===== src/hw/ssq_params.svh =====
// Purpose: constants of the stepped sweep sequencer
// Assumes: 10 MHz clock, APB byte addresses
// Notes: definitions only
`ifndef SSQ_PARAMS_SVH
`define SSQ_PARAMS_SVH
// ****************************************
// register map
// ****************************************
`define SSQ_BANK_FREQ 8'h00
`define SSQ_BANK_POWER 8'h20
`define SSQ_BANK_COMMON 8'h40
`define SSQ_O_STEP 5'h00
`define SSQ_O_DWELL 5'h04
`define SSQ_O_CFG 5'h08
`define SSQ_O_COUNT 5'h0C
`define SSQ_O_START 5'h10
`define SSQ_O_STOP 5'h14
`define SSQ_O_STATUS 5'h00
`define SSQ_O_MASK 5'h04
`define SSQ_O_STATE 5'h08
// ****************************************
// fields, codes and reset values
// ****************************************
`define SSQ_LINK_DWELL 3'h0
`define SSQ_LINK_TRIG_MAX 3'h4
`define SSQ_LINK_TRIG_NOIDX 3'h7
`define SSQ_LINK_TRIG_ONE 3'h1
`define SSQ_CFG_GEN 12
`define SSQ_CFG_SPACE 13
`define SSQ_CFG_DIR 8
`define SSQ_FSTEP_RST 32'h3B9ACA00
`define SSQ_PSTEP_RST 32'h0000000A
`define SSQ_DWELL_RST 32'h000009C4
`define SSQ_FDWELL_MIN 32'h000003E8
`define SSQ_PDWELL_MIN 32'h000001F4
`define SSQ_DWELL_MAX 32'h1312D000
`define SSQ_COUNT_MAX 32'h00007D00
// ****************************************
// timing
// ****************************************
`define SSQ_CLK_NS 100
`define SSQ_TICK_NS 100000
`define SSQ_TICK_CYC (`SSQ_TICK_NS / `SSQ_CLK_NS)
`endif


===== src/hw/ssq_pkg.sv =====
// Purpose: types of the stepped sweep sequencer
// Assumes: nothing
// Notes: constants live in ssq_params.svh
package ssq_pkg;
  typedef enum logic [1:0] {SSQ_IDLE, SSQ_SETTLE, SSQ_DWELL} ssq_state_e;
endpackage


===== src/hw/ssq_sweep_top.sv =====
// Purpose: stepped frequency and power sweep control, APB registers
// Assumes: 10 MHz clock, sync reset, async trigger and settle pins
// Notes: sweep 0 is frequency (Hz), sweep 1 is power (0.1 dB units)
// Contract
// - sweep value moves only in whole discrete steps
// - step advance from dwell timer or one of four triggers
// - after reset advance source is the dwell timer
// - trigger choice without index equals trigger one
// - frequency sweep start trigger selectable, resets to one
// - power sweep start trigger independent, resets to one
// - frequency step 1 Hz units, 1 Hz to range, reset 1 GHz
// - power step 0.1 dB units, 0.1 dB to range, reset 1 dB
// - out of range settings rejected and flag an error
// - generation reads stepped for both sweeps
// - spacing reads linear for both sweeps
// - index one addresses frequency, index two power settings
// - dwell 0.1 ms units, reset 0.25 s, per sweep minimum
// - dwell begins only after hardware has settled
// - one start trigger repeats sweep count times, 1..32000
// - per sweep direction, reset upward
//
// The implementer's own choices: the placing of the registers and register access over APB.
`include "ssq_params.svh"
`timescale 1ns/10ps
module ssq_sweep_top import ssq_pkg::*; #(
  parameter logic [31:0] F_RANGE = 32'h7FFFFFFF,
  parameter logic [31:0] P_RANGE = 32'h00000258
) (
  // clock and reset
  input wire logic CLOCK_I,
  input wire logic SRST_I,
  // apb slave
  input wire logic PSEL_I,
  input wire logic PENABLE_I,
  input wire logic PWRITE_I,
  input wire logic [7:0] PADDR_I,
  input wire logic [31:0] PWDATA_I,
  output logic [31:0] PRDATA_O,
  output logic PREADY_O,
  output logic PSLVERR_O,
  // trigger sequences and settle pins
  input wire logic [3:0] TRIG_I,
  input wire logic [1:0] SETTLED_I,
  // swept values to the source hardware
  output logic [31:0] FREQ_O,
  output logic [31:0] POWER_O,
  output logic [1:0] LOAD_O,
  // interrupt
  output logic IRQ_O
);
  // ****************************************
  // state
  // ****************************************
  logic [31:0] step [2];
  logic [31:0] dwell [2];
  logic [31:0] lo [2];
  logic [31:0] hi [2];
  logic [14:0] count [2];
  logic [2:0] dwell_timer_link [2];
  logic [1:0] start_seq [2];
  logic [1:0] dir_dn;
  ssq_state_e st [2];
  logic [31:0] val [2];
  logic [14:0] pass [2];
  logic [31:0] dcnt [2];
  logic [1:0] ld;
  logic [1:0] done;
  logic [2:0] status;
  logic [2:0] mask;
  logic [9:0] tdiv;
  logic tick;
  logic [3:0] t1, t2, t3;
  logic [1:0] z1, z2, z3;
  logic [31:0] rdata;
  logic pready;
  logic pslverr;
  logic irq;

  function automatic logic in_rng(input logic [31:0] v, input logic [31:0] a,
                                  input logic [31:0] b);
    return (v >= a) && (v <= b);
  endfunction

  // ****************************************
  // apb decode
  // ****************************************
  wire acc = PSEL_I & PENABLE_I;
  wire fin = acc & pready;
  wire wr = fin & PWRITE_I;
  wire [4:0] o = PADDR_I[4:0];
  wire s = PADDR_I[5];
  wire in_bank = (PADDR_I[7:6] == 2'h0);
  wire in_com = (PADDR_I[7:5] == 3'h2);
  wire [31:0] rng = s ? P_RANGE : F_RANGE;
  wire [31:0] dmin = s ? `SSQ_PDWELL_MIN : `SSQ_FDWELL_MIN;
  wire [2:0] wlink = PWDATA_I[2:0];
  wire link_ok = (wlink <= `SSQ_LINK_TRIG_MAX) | (wlink == `SSQ_LINK_TRIG_NOIDX);
  // bare trigger code folds to one
  wire [2:0] link_w = (wlink == `SSQ_LINK_TRIG_NOIDX) ? `SSQ_LINK_TRIG_ONE : wlink;
  wire w_step = in_bank & (o == `SSQ_O_STEP);
  wire w_dwell = in_bank & (o == `SSQ_O_DWELL);
  wire w_cfg = in_bank & (o == `SSQ_O_CFG);
  wire w_count = in_bank & (o == `SSQ_O_COUNT);
  wire w_start = in_bank & (o == `SSQ_O_START);
  wire w_stop = in_bank & (o == `SSQ_O_STOP);
  wire w_stat = in_com & (o == `SSQ_O_STATUS);
  wire w_mask = in_com & (o == `SSQ_O_MASK);
  wire w_state = in_com & (o == `SSQ_O_STATE);
  wire mapped = w_step | w_dwell | w_cfg | w_count | w_start | w_stop |
                w_stat | w_mask | w_state;
  wire val_ok = w_step ? in_rng(PWDATA_I, 32'h1, rng) :
                w_dwell ? in_rng(PWDATA_I, dmin, `SSQ_DWELL_MAX) :
                w_cfg ? link_ok :
                w_count ? in_rng(PWDATA_I, 32'h1, `SSQ_COUNT_MAX) :
                (w_start | w_stop) ? (PWDATA_I <= rng) : 1'b1;
  wire wbad = wr & mapped & ~val_ok;
  wire wgood = wr & mapped & val_ok;
  // config reads fixed step and linear
  wire [31:0] cfg_rd = {18'h0, 1'b0, 1'b1, 3'h0, dir_dn[s], 2'h0,
                        start_seq[s], 1'b0, dwell_timer_link[s]};
  wire [31:0] state_rd = {28'h0, st[1] != SSQ_IDLE, 1'b0, st[0] != SSQ_IDLE, 1'b0};
  wire [31:0] rd_mux = w_step ? step[s] : w_dwell ? dwell[s] : w_cfg ? cfg_rd :
                       w_count ? {17'h0, count[s]} : w_start ? lo[s] :
                       w_stop ? hi[s] : w_stat ? {29'h0, status} :
                       w_mask ? {29'h0, mask} : w_state ? state_rd : 32'h0;

  // apb answer: one wait cycle, then pready
  always_ff @(posedge CLOCK_I) begin
    if (SRST_I) begin
      pready <= 1'b0;
      pslverr <= 1'b0;
      rdata <= 32'h0;
    end else begin
      pready <= acc & ~pready;
      pslverr <= acc & ~pready & ~(mapped & (~PWRITE_I | val_ok));
      rdata <= (acc & ~pready & ~PWRITE_I) ? rd_mux : 32'h0;
    end
  end

  // ****************************************
  // settings registers
  // ****************************************
  always_ff @(posedge CLOCK_I) begin
    if (SRST_I) begin
      step[0] <= `SSQ_FSTEP_RST;
      step[1] <= `SSQ_PSTEP_RST;
      for (int i = 0; i < 2; i++) begin
        dwell[i] <= `SSQ_DWELL_RST;
        lo[i] <= 32'h0;
        hi[i] <= (i == 0) ? F_RANGE : P_RANGE;
        count[i] <= 15'h1;
        dwell_timer_link[i] <= `SSQ_LINK_DWELL;
        start_seq[i] <= 2'h0;
      end
      dir_dn <= 2'h0;
      mask <= 3'h0;
    end else if (wgood) begin
      if (w_step) step[s] <= PWDATA_I;
      if (w_dwell) dwell[s] <= PWDATA_I;
      if (w_count) count[s] <= PWDATA_I[14:0];
      if (w_start) lo[s] <= PWDATA_I;
      if (w_stop) hi[s] <= PWDATA_I;
      if (w_mask) mask <= PWDATA_I[2:0];
      if (w_cfg) begin
        dwell_timer_link[s] <= link_w;
        start_seq[s] <= PWDATA_I[5:4];
        dir_dn[s] <= PWDATA_I[`SSQ_CFG_DIR];
      end
    end
  end

  // ****************************************
  // pin synchronisers and tick
  // ****************************************
  always_ff @(posedge CLOCK_I) begin
    if (SRST_I) begin
      t1 <= 4'h0;
      t2 <= 4'h0;
      t3 <= 4'h0;
      z1 <= 2'h0;
      z2 <= 2'h0;
      z3 <= 2'h0;
    end else begin
      t1 <= TRIG_I;
      t2 <= t1;
      t3 <= t2;
      z1 <= SETTLED_I;
      z2 <= z1;
      z3 <= z2;
    end
  end

  wire [3:0] tedge = t2 & ~t3;
  wire [1:0] sedge = z2 & ~z3;

  // 0.1 ms dwell tick
  always_ff @(posedge CLOCK_I) begin
    if (SRST_I) begin
      tdiv <= 10'h0;
      tick <= 1'b0;
    end else begin
      tick <= (tdiv == 10'(`SSQ_TICK_CYC - 1));
      tdiv <= (tdiv == 10'(`SSQ_TICK_CYC - 1)) ? 10'h0 : tdiv + 10'h1;
    end
  end

  // ****************************************
  // sweep engines
  // ****************************************
  logic [1:0] go, adv, at_end;
  logic [31:0] org [2];
  logic [31:0] nxt [2];
  for (genvar g = 0; g < 2; g++) begin : g_sw
    assign go[g] = tedge[start_seq[g]];
    assign adv[g] = (dwell_timer_link[g] == `SSQ_LINK_DWELL) ? (dcnt[g] >= dwell[g]) :
                    tedge[2'(dwell_timer_link[g] - 3'h1)];
    assign org[g] = dir_dn[g] ? hi[g] : lo[g];
    assign nxt[g] = dir_dn[g] ? val[g] - step[g] : val[g] + step[g];
    // no room for a further step
    assign at_end[g] = dir_dn[g] ? ((val[g] < lo[g]) | (val[g] - lo[g] < step[g])) :
                       ((hi[g] < val[g]) | (hi[g] - val[g] < step[g]));
  end

  // sequence per sweep
  always_ff @(posedge CLOCK_I) begin
    if (SRST_I) begin
      for (int i = 0; i < 2; i++) begin
        st[i] <= SSQ_IDLE;
        val[i] <= 32'h0;
        pass[i] <= 15'h0;
        dcnt[i] <= 32'h0;
      end
      ld <= 2'h0;
      done <= 2'h0;
    end else begin
      for (int i = 0; i < 2; i++) begin
        ld[i] <= 1'b0;
        done[i] <= 1'b0;
        unique case (st[i])
          SSQ_IDLE: begin
            if (go[i]) begin
              val[i] <= org[i];
              pass[i] <= count[i];
              ld[i] <= 1'b1;
              st[i] <= SSQ_SETTLE;
            end
          end
          SSQ_SETTLE: begin
            if (sedge[i]) begin
              dcnt[i] <= 32'h0;
              st[i] <= SSQ_DWELL;
            end
          end
          SSQ_DWELL: begin
            if (tick) dcnt[i] <= dcnt[i] + 32'h1;
            if (adv[i]) begin
              ld[i] <= 1'b1;
              st[i] <= SSQ_SETTLE;
              if (!at_end[i]) begin
                val[i] <= nxt[i];
              end else if (pass[i] <= 15'h1) begin
                ld[i] <= 1'b0;
                done[i] <= 1'b1;
                st[i] <= SSQ_IDLE;
              end else begin
                pass[i] <= pass[i] - 15'h1;
                val[i] <= org[i];
              end
            end
          end
        endcase
      end
    end
  end

  // ****************************************
  // status, mask and interrupt
  // ****************************************
  wire [2:0] w1c = (wr & w_stat) ? PWDATA_I[2:0] : 3'h0;
  wire [2:0] ev = {done, wbad};

  // set wins over write one to clear
  always_ff @(posedge CLOCK_I) begin
    if (SRST_I) begin
      status <= 3'h0;
      irq <= 1'b0;
    end else begin
      status <= (status & ~w1c) | ev;
      irq <= |(status & mask);
    end
  end

  // outputs straight from flops
  assign PRDATA_O = rdata;
  assign PREADY_O = pready;
  assign PSLVERR_O = pslverr;
  assign FREQ_O = val[0];
  assign POWER_O = val[1];
  assign LOAD_O = ld;
  assign IRQ_O = irq;

  // ****************************************
  // assertions
  // ****************************************
  a_ready_wait: assert property (@(posedge CLOCK_I) disable iff (SRST_I)
    pready |-> $past(acc) && !$past(pready))
    else $error("pready without wait cycle");
  a_link_reset: assert property (@(posedge CLOCK_I)
    $fell(SRST_I) |-> dwell_timer_link[0] == 3'h0 && dwell_timer_link[1] == 3'h0)
    else $error("advance source not dwell after reset");
  a_noidx_alias: assert property (@(posedge CLOCK_I) disable iff (SRST_I)
    (wr && w_cfg && !s && wlink == 3'h7) |=> dwell_timer_link[0] == 3'h1)
    else $error("bare trigger code not trigger one");
  a_step_reject: assert property (@(posedge CLOCK_I) disable iff (SRST_I)
    (wr && w_step && PWDATA_I == 32'h0) |=> status[0] && $stable(step[0]) && $stable(step[1]))
    else $error("bad step not rejected");
  a_gen_step: assert property (@(posedge CLOCK_I) disable iff (SRST_I)
    (acc && !pready && !PWRITE_I && w_cfg) |=> rdata[12])
    else $error("generation not stepped");
  a_space_lin: assert property (@(posedge CLOCK_I) disable iff (SRST_I)
    (acc && !pready && !PWRITE_I && w_cfg) |=> !rdata[13])
    else $error("spacing not linear");
  a_one_step: assert property (@(posedge CLOCK_I) disable iff (SRST_I)
    (st[0] == SSQ_DWELL && adv[0] && !at_end[0] && !dir_dn[0])
    |=> ld[0] && val[0] == $past(val[0]) + $past(step[0]))
    else $error("frequency not one step up");
  a_settle_hold: assert property (@(posedge CLOCK_I) disable iff (SRST_I)
    (st[1] == SSQ_SETTLE && !sedge[1]) |=> st[1] == SSQ_SETTLE)
    else $error("dwell before settle");
  a_dwell_time: assert property (@(posedge CLOCK_I) disable iff (SRST_I)
    (st[0] == SSQ_DWELL && dwell_timer_link[0] == 3'h0 && dcnt[0] < dwell[0])
    |=> st[0] == SSQ_DWELL && !ld[0])
    else $error("dwell cut short");
  a_last_pass: assert property (@(posedge CLOCK_I) disable iff (SRST_I)
    done[1] |-> $past(pass[1]) <= 15'h1 && st[1] == SSQ_IDLE)
    else $error("sweep ended early");
  a_irq_mask: assert property (@(posedge CLOCK_I) disable iff (SRST_I)
    IRQ_O |-> $past(|(status & mask)))
    else $error("irq without masked status");
endmodule


===== config.mk =====
export PLATFORM = sky130hd
export DESIGN_NAME = ssq_sweep_top
export DESIGN_NICKNAME = d
export VERILOG_FILES = /design/src/hw/ssq_pkg.sv /design/src/hw/ssq_sweep_top.sv
export VERILOG_INCLUDE_DIRS = /design/src /design/src/hw
export SDC_FILE = /design/constraint.sdc
export NUM_CORES = 2
export LEC_CHECK = 0
export BUFFER_PORTS_ARGS = -buffer_cell sky130_fd_sc_hd__buf_4
export CAP_MARGIN = 0
export CORE_MARGIN = 3
export CORE_UTILIZATION = 30
export DETAILED_ROUTE_END_ITERATION = 16
export GPL_TIMING_DRIVEN = 1
export HOLD_SLACK_MARGIN = 0.02
export PLACE_DENSITY_LB_ADDON = 0.3
export RECOVER_POWER = 100
export SLEW_MARGIN = 20
export SYNTH_ARGS = -nofsm -noshare
export SYNTH_HDL_FRONTEND = slang
export SYNTH_SLANG_ARGS = --single-unit

===== constraint.sdc =====
create_clock -name CLOCK_I -period 11.4 [get_ports CLOCK_I]
set_clock_uncertainty 0.2 [all_clocks]
set_input_delay 3.42 -clock CLOCK_I [delete_from_list [all_inputs] [get_ports CLOCK_I]]
set_output_delay 3.42 -clock CLOCK_I [all_outputs]
set_load 0.02 [all_outputs]

Word level (Yosys, flattened, before mapping). Memories as Yosys holds them, arrays and structs flattened. Index checks and enable logic that the tools add are counted.

Magnitude comparators: 24. Mux-type cells: 179. Bitwise operators: 70. Reduce and logical (&&, ||, !) cells: 24. Equal/unequal tests: 12. $add $sub $neg: 15.

Operator list (number): $mux 32 (24); $lt 32x32->1 (8); $sub 32x32->32 (6); $reduce_or 32->1 (4); $mux 1 (125); $mux 15 (5); $add 32x1->32 const B (2); $add 32x32->32 (2); $ge 32x32->1 (2); $or 1x1->1 (37); $ge 32x1->1 const B (1); $ge 32x10->1 (1); $le 32x15->1 const B (1); $le 32x29->1 const B (1); $le 32x31->1 (1); $mux 31 (1); $le 15x1->1 const B (2); $sub 15x1->15 const B (2); $and 1x1->1 (20); $mux 2 (9); $reduce_or 15->1 (1); $lt 2x3->1 const B (4); $mux 4 (3); $add 10x1->10 const B (1); other kinds (34) (61).

Memories kept: 11. Bits of input ports: 51. Output and inout bits: 101. Bits in registers: 76. RAM bits: 458. Logic and storage cells: 352.

Memory list: dcnt (depth 2, width 32, read ports 2, clocked after Yosys merged registers in 0, wr ports 2, RTL line ssq_sweep_top.sv:65) `logic [31:0] dcnt [2];`; dwell (depth 2, width 32, read ports 3, clocked after Yosys merged registers in 0, wr ports 2, RTL line ssq_sweep_top.sv:55) `logic [31:0] dwell [2];`; hi (depth 2, width 32, read ports 3, clocked after Yosys merged registers in 0, wr ports 2, RTL line ssq_sweep_top.sv:57) `logic [31:0] hi [2];`; lo (depth 2, width 32, read ports 3, clocked after Yosys merged registers in 0, wr ports 2, RTL line ssq_sweep_top.sv:56) `logic [31:0] lo [2];`; step (depth 2, width 32, read ports 3, clocked after Yosys merged registers in 0, wr ports 2, RTL line ssq_sweep_top.sv:54) `logic [31:0] step [2];`; val (depth 2, width 32, read ports 2, clocked after Yosys merged registers in 0, wr ports 2, RTL line ssq_sweep_top.sv:63) `logic [31:0] val [2];`; 5 more memories.

Logic depth before layout (Yosys ltp).
Word-level depth: 17. Gate-level depth with buffers: 29. Depth with buffers taken out: 27.

Worst setup path after synthesis. No wires, ideal clock.

Path kind: input -> register. Start: in PWDATA_I[2]. End: mem dwell[0][0] (enable). Required time: 10734 ps. Arrival: 8491 ps. Cell stages on the path: 16. Path slack: 2243 ps. Path buffers: 3. Setup time: 466 ps. Cells stage by stage: inv_1 > clkbuf_1 > ha_1 > or3b_1 > o41ai_1 > a21o_1 > a21oi_1 > or3_1 > a2111oi_0 > or4_1 > a31oi_2 > nand2b_4 > buf_12 > or2_1 > buf_2 > o21ai_0.

RTL lines: start, declared (RTL line ssq_sweep_top.sv:37) `input wire logic [31:0] PWDATA_I,`; end, declared (RTL line ssq_sweep_top.sv:55).

==> flow_metrics.py <==
metrics = {
    "timing": {
        "tightest_slew_ns": 2.18,
        "setup_viol": 0,
        "max_freq_mhz": 106,
        "period_minus_slack_ns": 9.45,
        "whs_ns": 0.237,
        "tns_ns": 0,
        "rsz0062_at_grt": "no",
        "fin_crit_sh_pct": 82.9,
        "slew_viol_final": 424,
        "hold_viol_final": 0,
        "slew_headroom_pct": -45.6,
    },
    "place": {
        "hpwl_um": 113000,
        "gp_congestion": 0.943,
        "port_buffers": 151,
    },
    "hold_path": {
        "holdPathEnd": "t2[1]",
        "hp-class": "flop to flop",
        "min_from": "t1[1]",
        "worstHoldPathCells": 1,
    },
    "drt": {
        "drtIter0Drc": 3433,
        "drc": 0,
        "num_vias": 33100,
        "routed_via_density": 5.38,
        "ant_nets": 0,
        "drt-pass1-iter-count": 6,
        "routedWlPerCell_um": 23.4,
        "drt_wl_total_um": 144000,
    },
    "clock_tree": {
        "cts_made_buffers": 60,
        "htreeDepth": 2,
        "clock_tree.root_cell": "clkbuf_16",
        "worstSkewPairLatency_ns": 0.69,
        "cts_tree": "built",
        "postCtsSetupRepairBufs": 0,
        "clock-sinks": 534,
        "cts_resized": 0,
        "clk_path_buf_depth": 3,
        "clk_pin_slew_ns": 0.06,
        "postCtsHoldBufs": 0,
    },
    "setup_path": {
        "crit_slowest_cell": "clkbuf_1",
        "critPathTopFamily": "simple AND/OR/NAND/NOR gates",
        "r2r-end": "pass[1][11]",
        "critical_path_arrival_ns": 9.79,
        "critPathCaptureType": "flop",
        "reg2reg_depth": 27,
        "cp.required_ns": 11.75,
        "cp_slowest_stage_delay_ns": 1.52,
        "crit_type": "primary input to flop",
        "path_cells": "clkbuf_1 > clkinv_1 > ha_1 > a21oi_1 > or3_1 > a2111oi_0 > or4_1 > a31oi_1 > nand2b_4 > nor3_2 > and2_1",
        "cp_max_fo": 35,
        "cp-start-kind": "primary input",
        "critPathBufInv": 2,
        "worstReg2RegStart": "hi[1][0]",
        "r2r_slack_ns": 2.39,
    },
    "yosys": {
        "yosysWarnings": 0,
        "synth_edf_count": 458,
        "synth_area_per_cell_um2": 9.63,
        "ys_seq_area_share_pct": 37.7,
        "synthCells": 4208,
        "synthesis.area_um2": 40500,
        "synth_flop_cell": "edfxtp_1",
        "ys_async_sr_fraction_pct": 0,
        "ys_seq_elements": 534,
        "synth_cell_types": 89,
    },
    "power": {
        "p_leak_nw": 17.3,
        "ir_drop_v": 0.0000968,
        "p_per_area_nw_per_um2": 121,
    },
    "layout": {
        "drive_above_1_share_pct": 6.22,
        "layout.cells.most_common_list": "edfxtp_1 (458), ha_1 (420), inv_1 (346)",
        "final_nets": 4797,
        "area_growth_syn_to_layout_pct": 11.8,
        "final_common_cell": "edfxtp_1",
        "final_core_util_pct": 33.9,
    },
    "floorplan": {
        "die_w_um": 374,
        "ioPinCount": 152,
        "initial_utilization_pct": 30.3,
        "die_area_um2": 140000,
        "core_um2": 134000,
        "num_rows": 134,
        "die_y_um": 374,
    },
    "global_routing": {
        "grt_pass1_wl_um": 211000,
        "grt_pass1_vias": 31700,
        "antenna_found_initial": 23,
        "grt_use_total_pct": 20.0,
        "grt_max_degree": 66,
        "overflow": 0,
    },
    "run_status": {
        "status": "finished with violations",
        "violations": "capacitance limit, slew limit",
    },
    "job": {
        "maxCapViolCount": 14,
    },
}
-- registers in the layout, indices dropped and copies added (netlist names), 3 cells and up --
register,cells
tdiv,10
start_seq,4
t3,4
hi,64
dwell,64
val,64
st,4
pass,30
PRDATA_O,32
t2,4
lo,64
status,3
count,30
dcnt,64
mask,3
t1,4
dwell_timer_link,6
step,64
-- report_power, final --
part | internal [mW] | switching, mW
logic | 0.442 | 0.651
registers | 2.19 | 0.104
clock network | 1.21 | 0.893
-- area by class of cell --
cell class	instances	area (um2)
fill	13800	88500
multi-input combinational	3187	23400
sequential	534	15300
tap	1768	2210
clock buffer	74	1650
inverter	348	1310
timing repair buffer	189	1070
clock inverter	40	447
antenna	9	22.5
-- metrics by stage --
stage,std cells,setup slack [ns],power [mW],instance area [um2]
finish,6149,1.95,5.50,45300
global route,6140,1.45,5.74,45300
CTS,6136,3.35,5.53,45700
detailed placement,6022,2.69,3.43,43600
global placement,6021,2.84,3.41,43600
floorplan,4219,2.24,3.07,40600
-- worst max path at each step --
stage                startpoint           to  slack [ns]  cells after the start
finish               PADDR_I[5]    hi[1][21]        1.95                     11
global route         PADDR_I[5]  step[0][29]        1.45                     11
CTS                    hi[0][0]   val[0][19]        3.35                     27
detailed placement   PADDR_I[5]    hi[0][28]        2.69                     13
global placement     PADDR_I[5]    hi[0][31]        2.84                     13
floorplan           PWDATA_I[2]  dwell[0][0]        2.24                     16
-- cell families (layout without fill, tap and decap cells) --
kind of cell,Yosys count,count (layout),synth area share (%)
AO/OA/AOI/OAI,958,958,14.7
XOR/XNOR,293,293,6.33
adder cells (fa/ha/maj),426,426,13.3
buffers and inverters,498,651,4.83
flip-flops,534,534,37.7
multiplexers,200,200,6.44
other,1,21,0.00925
AND/OR/NAND/NOR,1298,1298,16.7
-- cells in the mapped netlist (all sizes together), types with 9 or more instances --
master | instances | area [um2]
a21boi | 9 | 67.6
nand3 | 101 | 505
nor2 | 303 | 1140
mux2 | 16 | 180
buf | 48 | 270
nor2b | 58 | 363
and3 | 38 | 238
mux2i | 137 | 1370
o211ai | 24 | 180
nand4 | 66 | 413
nor3 | 95 | 574
o31ai | 9 | 67.6
xor2 | 98 | 858
nand2b | 103 | 659
o21bai | 28 | 210
a31oi | 46 | 294
mux4 | 47 | 1060
edfxtp | 458 | 13800
nor4 | 39 | 250
dfxtp | 76 | 1520
o2111ai | 9 | 78.8
a21o | 105 | 788
o21a | 31 | 233
or2 | 10 | 62.6
and2 | 199 | 1240
or4 | 13 | 101
o22ai | 66 | 413
inv | 346 | 1300
o21ai | 207 | 1040
clkbuf | 102 | 383
a211oi | 29 | 218
o221ai | 9 | 78.8
ha | 420 | 5260
xnor2 | 195 | 1710
nand2 | 216 | 811
a22o | 15 | 131
or3 | 33 | 206
a21oi | 291 | 1460
-- metal layers --
| metal | GRT usage [%] | vias to the layer above | share of wire (%) |
|---|---|---|---|
| met5 | 0 | - | 0.048 |
| met1 | 26.2 | 16000 | 42 |
| met2 | 33.1 | 1215 | 46 |
| met3 | 4.10 | 255 | 8.4 |
| met4 | 6.34 | 12 | 3.3 |
| li1 | - | 15600 | - |
No activity file was read; power rests on OpenSTA's default activity.
